`config.mk`:
```
export PLATFORM = sky130hd
export DESIGN_NAME = evte_editor
export DESIGN_NICKNAME = d
export VERILOG_FILES = /design/src/evte_pkg.sv /design/src/evte_editor.sv
export SDC_FILE = /design/constraint.sdc
export NUM_CORES = 1
export LEC_CHECK = 0
export BUFFER_PORTS_ARGS = -buffer_cell sky130_fd_sc_hd__buf_2
export CAP_MARGIN = 5
export CORE_ASPECT_RATIO = 0.75
export CORE_MARGIN = 4
export CORE_UTILIZATION = 41
export CTS_BUF_LIST = sky130_fd_sc_hd__clkbuf_16
export DETAILED_ROUTE_END_ITERATION = 12
export HOLD_SLACK_MARGIN = 0.12
export MAX_ROUTING_LAYER = met4
export PLACE_DENSITY = 0.77
export SYNTH_ARGS = -nofsm -noshare
export SYNTH_HDL_FRONTEND = slang
export SYNTH_SLANG_ARGS = --single-unit
```
`constraint.sdc`:
```
create_clock -name clk -period 1.85 [get_ports clk]
set_clock_uncertainty 0.15 [all_clocks]
set_input_delay 0.37 -clock clk [delete_from_list [all_inputs] [get_ports clk]]
set_output_delay 0.37 -clock clk [all_outputs]
set_load 0.01 [all_outputs]
```
`src/evte_pkg.sv`:
```
// evte_pkg: constants, field layout and types of the egress vlan tag editor
// assumes: shared by the editor top module and the bench; no timing of its own
package evte_pkg;

    // ------------------------------------------------------------------
    // register map
    // ------------------------------------------------------------------
    localparam logic [15:0] EVTE_POLICY_INDEX  = 16'h1C0C;           // register number
    localparam logic [15:0] EVTE_POLICY_ADDR   = EVTE_POLICY_INDEX << 2;  // byte address
    localparam logic [31:0] EVTE_POLICY_RESET  = 32'h0000_0000;
    localparam logic [31:0] EVTE_POLICY_MASK   = 32'h007F_7F7F;      // writable bits
    localparam logic [31:0] EVTE_BAD_READ_DATA = 32'h0000_0000;

    // ------------------------------------------------------------------
    // per-port control group layout (port n sits at n * stride)
    // ------------------------------------------------------------------
    localparam int unsigned EVTE_PORT_STRIDE = 8;
    localparam int unsigned EVTE_TYPE_LSB    = 0;
    localparam int unsigned EVTE_CHG_TAG_BIT = 2;
    localparam int unsigned EVTE_CHG_PRI_BIT = 3;
    localparam int unsigned EVTE_CHG_VID_BIT = 4;
    localparam int unsigned EVTE_INSERT_BIT  = 5;
    localparam int unsigned EVTE_SEL_BIT     = 6;
    localparam int unsigned EVTE_GROUP_W     = 7;
    localparam int unsigned EVTE_NUM_PORTS   = 3;

    // ------------------------------------------------------------------
    // port numbering and field widths
    // ------------------------------------------------------------------
    localparam logic [1:0]  EVTE_EXT_MII_PORT = 2'h0;   // external mii port
    localparam int unsigned EVTE_VID_W        = 12;
    localparam int unsigned EVTE_PRIO_W       = 3;

    // ------------------------------------------------------------------
    // enumerations
    // ------------------------------------------------------------------
    typedef enum logic [1:0] {
        EVTE_TYPE_DUMB   = 2'b00,
        EVTE_TYPE_ACCESS = 2'b01,
        EVTE_TYPE_HYBRID = 2'b10,
        EVTE_TYPE_CPU    = 2'b11
    } evte_port_type_t;

    typedef enum logic [1:0] {
        EVTE_KIND_UNTAGGED = 2'b00,
        EVTE_KIND_REGULAR  = 2'b01,
        EVTE_KIND_PRIO     = 2'b10,
        EVTE_KIND_SPECIAL  = 2'b11
    } evte_tag_kind_t;

    typedef enum logic [2:0] {
        EVTE_ACT_PASS    = 3'b000,
        EVTE_ACT_STRIP   = 3'b001,
        EVTE_ACT_INSERT  = 3'b010,
        EVTE_ACT_REWRITE = 3'b011,
        EVTE_ACT_SPECIAL = 3'b100
    } evte_action_t;

endpackage : evte_pkg

```
`src/evte_editor.sv`:
```
// evte_editor: egress vlan tag edit decision for a three-port switch
// assumes: one header descriptor per packet from the fabric on clk; the
// transmit mac applies the returned action; apb master on the same clock
//
// How it works
// dumb port passes regular packets, strips special tag from external mii port.
// access port strips every tag, special tags from external mii included.
// hybrid port inserts, removes or changes tags per its control bits.
// cpu port adds a special tag naming the source port.
// hybrid control bits are ignored unless the port is hybrid.
// select clear uses ingress vid/priority, set uses egress defaults.
// insert bit adds a tag to untagged packets with selected values.
// insertion also needs the default vid's un-tag flag clear.
// change-vid overwrites vid of regular tagged packets with selected vid.
// vid change of regular tagged packets also needs change-tag.
// un-tag flag of incoming vid removes the tag instead of changing vid.
// priority-tagged packets always get the selected vid.
// change-priority overwrites priority of regular and priority tagged packets.
// regular tagged priority change needs change-tag; priority-tagged does not.
// un-tag flag of incoming vid removes the tag instead of new priority.
// change-tag only affects regular tagged packets.
// three identical groups at bits 22:16, 14:8, 6:0; all reset zero.
// reserved bits 31:23, 15 and 7 read zero, writes ignored.
`timescale 1ns/10ps
`default_nettype none

module evte_editor
    import evte_pkg::*;
(
    // clock and reset
    input  wire logic                  clk,
    input  wire logic                  rst,
    // apb register slave
    input  wire logic                  psel,
    input  wire logic                  penable,
    input  wire logic                  pwrite,
    input  wire logic [15:0]           paddr,
    input  wire logic [31:0]           pwdata,
    output logic      [31:0]           prdata,
    output logic                       pready,
    output logic                       pslverr,
    // packet descriptor from the fabric
    input  wire logic                  pkt_in_valid,
    output logic                       pkt_in_ready,
    input  wire logic [1:0]            pkt_egress_port,
    input  wire logic [1:0]            pkt_src_port,
    input  wire evte_pkg::evte_tag_kind_t pkt_tag_kind,
    input  wire logic [11:0]           pkt_tag_vid,
    input  wire logic [2:0]            pkt_tag_prio,
    input  wire logic                  pkt_untag_in_vid,
    input  wire logic                  pkt_untag_dflt_vid,
    input  wire logic [11:0]           ingress_dflt_vid,
    input  wire logic [2:0]            ingress_prio,
    input  wire logic [11:0]           egress_dflt_vid,
    input  wire logic [2:0]            egress_dflt_prio,
    // edit decision toward the transmit mac
    output logic                       edit_valid,
    input  wire logic                  edit_ready,
    output evte_pkg::evte_action_t     edit_action,
    output logic      [11:0]           edit_vid,
    output logic      [2:0]            edit_prio,
    output logic      [1:0]            edit_src_port,
    output logic      [1:0]            edit_port
);
    import evte_pkg::*;

    // ------------------------------------------------------------------
    // apb slave, zero wait states
    // ------------------------------------------------------------------
    logic [31:0] policy_ff;
    logic [31:0] prdata_ff;
    logic        pready_ff;
    logic        pslverr_ff;
    logic        hit;
    logic        setup;
    logic        wr_commit;

    assign hit       = (paddr == EVTE_POLICY_ADDR);
    assign setup     = psel && !penable;
    assign wr_commit = psel && penable && pready_ff && pwrite && hit;

    // answer prepared at setup so pready stands in the first access cycle
    always_ff @(posedge clk)
    begin
        if (rst)
        begin
            pready_ff  <= 1'b0;
            pslverr_ff <= 1'b0;
            prdata_ff  <= EVTE_BAD_READ_DATA;
        end
        else
        begin
            pready_ff  <= setup;
            pslverr_ff <= setup && !hit;
            if (setup)
                prdata_ff <= hit ? (policy_ff & EVTE_POLICY_MASK) : EVTE_BAD_READ_DATA;
        end
    end

    // policy register, reserved bits never stored
    always_ff @(posedge clk)
    begin
        if (rst)
            policy_ff <= EVTE_POLICY_RESET;
        else if (wr_commit)
            policy_ff <= pwdata & EVTE_POLICY_MASK;
    end

    assign prdata  = prdata_ff;
    assign pready  = pready_ff;
    assign pslverr = pslverr_ff;

    // ------------------------------------------------------------------
    // per-port control group selection
    // ------------------------------------------------------------------
    logic [EVTE_GROUP_W-1:0] grp;
    evte_port_type_t         ptype;
    logic                    sel_egress;
    logic                    ins_en;
    logic                    chg_vid;
    logic                    chg_pri;
    logic                    chg_tag;
    logic                    port_ok;

    // a fourth port number has no group; treat it as dumb
    always_comb
    begin
        port_ok = (pkt_egress_port < 2'(EVTE_NUM_PORTS));
        grp     = '0;
        if (port_ok)
            grp = policy_ff[pkt_egress_port * EVTE_PORT_STRIDE +: EVTE_GROUP_W];
    end

    assign ptype      = evte_port_type_t'(grp[EVTE_TYPE_LSB +: 2]);
    assign sel_egress = grp[EVTE_SEL_BIT];
    assign ins_en     = grp[EVTE_INSERT_BIT];
    assign chg_vid    = grp[EVTE_CHG_VID_BIT];
    assign chg_pri    = grp[EVTE_CHG_PRI_BIT];
    assign chg_tag    = grp[EVTE_CHG_TAG_BIT];

    // ------------------------------------------------------------------
    // edit decision
    // ------------------------------------------------------------------
    evte_action_t nxt_action;
    logic [11:0]  nxt_vid;
    logic [2:0]   nxt_prio;
    logic [11:0]  sel_vid;
    logic [2:0]   sel_prio;

    assign sel_vid  = sel_egress ? egress_dflt_vid  : ingress_dflt_vid;
    assign sel_prio = sel_egress ? egress_dflt_prio : ingress_prio;

    // control bits are only looked at inside the hybrid branch
    always_comb
    begin
        nxt_action = EVTE_ACT_PASS;
        nxt_vid    = pkt_tag_vid;
        nxt_prio   = pkt_tag_prio;
        unique case (ptype)
            EVTE_TYPE_DUMB:
            begin
                if (pkt_tag_kind == EVTE_KIND_SPECIAL)
                    nxt_action = EVTE_ACT_STRIP;
            end
            EVTE_TYPE_ACCESS:
            begin
                if (pkt_tag_kind != EVTE_KIND_UNTAGGED)
                    nxt_action = EVTE_ACT_STRIP;
            end
            EVTE_TYPE_HYBRID:
            begin
                unique case (pkt_tag_kind)
                    EVTE_KIND_UNTAGGED:
                    begin
                        if (ins_en && !pkt_untag_dflt_vid)
                        begin
                            nxt_action = EVTE_ACT_INSERT;
                            nxt_vid    = sel_vid;
                            nxt_prio   = sel_prio;
                        end
                    end
                    EVTE_KIND_REGULAR:
                    begin
                        // change-tag gates both kinds of change here
                        if (chg_tag && (chg_vid || chg_pri))
                        begin
                            if (pkt_untag_in_vid)
                                nxt_action = EVTE_ACT_STRIP;
                            else
                            begin
                                nxt_action = EVTE_ACT_REWRITE;
                                if (chg_vid)
                                    nxt_vid = sel_vid;
                                if (chg_pri)
                                    nxt_prio = sel_prio;
                            end
                        end
                    end
                    EVTE_KIND_PRIO:
                    begin
                        // vid replaced unless the tag is stripped; change-tag plays no part
                        if (pkt_untag_in_vid)
                            nxt_action = EVTE_ACT_STRIP;
                        else
                        begin
                            nxt_action = EVTE_ACT_REWRITE;
                            nxt_vid    = sel_vid;
                            if (chg_pri)
                                nxt_prio = sel_prio;
                        end
                    end
                    EVTE_KIND_SPECIAL:
                        nxt_action = EVTE_ACT_STRIP;  // special tag never leaves a hybrid port
                endcase
            end
            EVTE_TYPE_CPU:
                nxt_action = EVTE_ACT_SPECIAL;
        endcase
    end

    // ------------------------------------------------------------------
    // descriptor handshake, one packet in flight
    // ------------------------------------------------------------------
    logic         accept;
    logic         in_ready_ff;
    logic         edit_valid_ff;
    evte_action_t edit_action_ff;
    logic [11:0]  edit_vid_ff;
    logic [2:0]   edit_prio_ff;
    logic [1:0]   edit_src_ff;
    logic [1:0]   edit_port_ff;

    assign accept = pkt_in_valid && in_ready_ff;

    // registered ready costs a bubble but keeps every output on a flop
    always_ff @(posedge clk)
    begin
        if (rst)
        begin
            in_ready_ff   <= 1'b1;
            edit_valid_ff <= 1'b0;
        end
        else if (accept)
        begin
            in_ready_ff   <= 1'b0;
            edit_valid_ff <= 1'b1;
        end
        else if (edit_valid_ff && edit_ready)
        begin
            in_ready_ff   <= 1'b1;
            edit_valid_ff <= 1'b0;
        end
    end

    // decision captured at accept and held until taken
    always_ff @(posedge clk)
    begin
        if (rst)
        begin
            edit_action_ff <= EVTE_ACT_PASS;
            edit_vid_ff    <= '0;
            edit_prio_ff   <= '0;
            edit_src_ff    <= '0;
            edit_port_ff   <= '0;
        end
        else if (accept)
        begin
            edit_action_ff <= nxt_action;
            edit_vid_ff    <= nxt_vid;
            edit_prio_ff   <= nxt_prio;
            edit_src_ff    <= pkt_src_port;
            edit_port_ff   <= pkt_egress_port;
        end
    end

    assign pkt_in_ready  = in_ready_ff;
    assign edit_valid    = edit_valid_ff;
    assign edit_action   = edit_action_ff;
    assign edit_vid      = edit_vid_ff;
    assign edit_prio     = edit_prio_ff;
    assign edit_src_port = edit_src_ff;
    assign edit_port     = edit_port_ff;
endmodule : evte_editor

`default_nettype wire

```
==> qor.yml <==
status: "completed"
power_density_nw_per_um2: 799.5
worst_setup_path_start_kind: "input pin"
crit_top_cell: "buf_12"
endpoint_kind: "flop"
critPathSlowestCell: "and2b_4"
vias_per_cell: 4.941
insertion_delay_ns: 0.32
antenna_left: 0
hold_violations: 0
dieArea_um2: 9282
async_flop_share_pct: 0
cp_slowest_stage_delay_ns: 0.32
cap_violations: 0
wl_per_cell_um: 15.22
synthesis.area_um2: 3194
fin_crit_ns: 1.825
dp_hpwl_mm: 6.933
route.vias.total: 3034
cts_buffers: 9
cp_top_family: "compound AO/OA/AOI/OAI gates"
grt_pass1_wl_mm: 14.29
synth_ff_type: "dfxtp_1"
required_ns: 1.90
synth_area_leaders: "dfxtp_1 43%, mux2i_1 13%, nor2_1 6.5%"
synth_edf_count: 0
syn_avg_cell_area_um2: 9.313
postCtsHoldBufs: 0
portBuffers: 143
ir_drop_mv: 0.4935
dieHeight_um: 84.44
synth_top_area_cell: "dfxtp_1"
synth_top_area_share_pct: 42.62
ys_ff_latch: 68
cp.depth: 8
grt_remaining_overflow: 0
drcViolationCount: 0
timing.fmax_ghz: 0.5479
antenna_found_initial: 0
dieWidth_um: 109.9
finalSetupTns_ns: 0
slew_violations: 0
post-route-util_pct: 61.64
initial_core_util_pct: 42.79
cts_tree: "done"
ys_seq_area_share_pct: 42.62
finalCritPeriodShare_pct: 98.66
io-pin-count: 166
htreeDepth: 3
path_max_fanout: 11
grt_pass1_vias: 2925
ys_types: 48
total_leakage_power_nw: 1.996
hold_path.class: "in2reg"
grt.total_usage_pct: 19.79
clock_sinks: 68
setup_viol: 0
place.gp.congestion: 0.8475
path_class: "in2reg"
synthTopCellsByCount: "68 x dfxtp_1, 55 x nor2_1, 42 x mux2i_1"
whs_path_depth: 3
rows: 27
finalNetCount: 616
n_antenna_cell: 0
syn_inst: 343
clk_root_buffer_cell: "clkbuf_16"
crit_chain: "buf_12 -> and2b_4 -> a32o_2 -> nand4_1 -> a21oi_2 -> buf_12 -> mux2i_1 -> o21ai_1"
coreArea_um2: 7466
cts_buffer_depth: 2
synth.most_common_cell: "dfxtp_1"
r2r.worst_path.cells: 7
drive_above_1_share_pct: 44.05
drt_wl_total_mm: 9.344
critPathArrivalTime_ns: 1.88
syn2layout_area_growth_pct: 44.07
fill_cells: 614
path_clk_slew_ns: 0.06
hold_ws_ns: 0.1309
firstDrtPassIters: 4
crit_buf_inv: 2
drt-initial-drc-count: 136
synth_warnings: 0
grt_max_degree: 44
[through the flow]
step	area, um^2	setup WS (ns)	total power, mW	cells
after global placement	4120	-0.3156	1.880	591
after CTS	4453	0.008993	3.699	608
final	4602	0.02475	3.679	614
after global routing	4602	-0.005564	3.823	614
after floorplan	3244	-0.04442	1.724	353
after detailed placement	4120	-0.3719	1.888	591
[cell families after synthesis]
family | share of synthesized area [%]
AND/OR/NAND/NOR | 15.28
buffers and inverters | 7.168
other | 0.1174
AO/OA/AOI/OAI | 16.02
multiplexers | 18.80
flip-flops | 42.62
[cell usage in the layout, fill, tap and decap left out, types with 3 or more instances in the layout]
cell / n
a22oi_1: 21
o21ai_1: 13
mux2_2: 15
nor2_1: 54
clkbuf_16: 9
conb_1: 11
buf_6: 4
buf_12: 7
dfxtp_2: 5
nand4_1: 3
nand2b_1: 4
mux2i_1: 40
nand2_1: 32
o21ai_0: 6
a21oi_1: 11
buf_4: 23
buf_2: 142
dfxtp_1: 63
inv_1: 5
[routing by layer]
metal  vias up  track usage (%)  share of wire, %
met4         0            5.549               1.2
met3        11            4.304               6.9
li1       1521                -                 -
met5         -                -                 0
met1      1388            25.58                44
met2       114            31.06                48
[report_power, final]
| group | internal, mW | switching (mW) | total, mW |
|---|---|---|---|
| combinational | 0.183 | 0.183 | 0.365 |
| clock | 1.18 | 0.623 | 1.80 |
| sequential | 1.50 | 0.0161 | 1.51 |
| total | 2.86 | 0.822 | 3.68 |
[worst min-delay path, cell delays in order]
cell and delay (ns):
buf_2 0.07, mux2i_1 0.05, nor2_1 0.07
[area by class of cell]
class | instances | area [um^2] | share of cell area, %
Multi-Input combinational cell | 250 | 1710 | 37.17
Inverter | 3 | 11.26 | 0.2447
Sequential cell | 68 | 1368 | 29.72
Tap cell | 101 | 126.4 | 2.746
Clock inverter | 7 | 92.59 | 2.012
Clock buffer | 9 | 225.2 | 4.894
Timing Repair Buffer | 176 | 1069 | 23.22
[flip-flops by register name, indices dropped and copies added (netlist names)]
| name | flops |
|---|---|
| edit_src_port | 2 |
| policy_ff | 21 |
| prdata | 21 |
| edit_action | 3 |
| pslverr | 1 |
| edit_valid | 1 |
| edit_vid | 12 |
| pkt_in_ready | 1 |
| pready | 1 |
| edit_port | 2 |
| edit_prio | 3 |
[worst paths after layout]
check / endpoint / start / slack [ns]
worst max register to register: edit_vid[8] / policy_ff[13] / 0.06
worst min register to register: edit_prio[1] / edit_prio[1] / 0.29
worst min-delay path: policy_ff[14] / pwdata[14] / 0.13
worst max-delay path: edit_vid[8] / pkt_egress_port[0] / 0.02
[timing repair]
action | CTS | global route
gates resized for setup | 3 | 22
setup buffers | 1 | 5
setup endpoints to repair | 7 | 16
gates cloned | 0 | 1
pin swaps | 3 | 9
(Power assumes the default switching activity.)
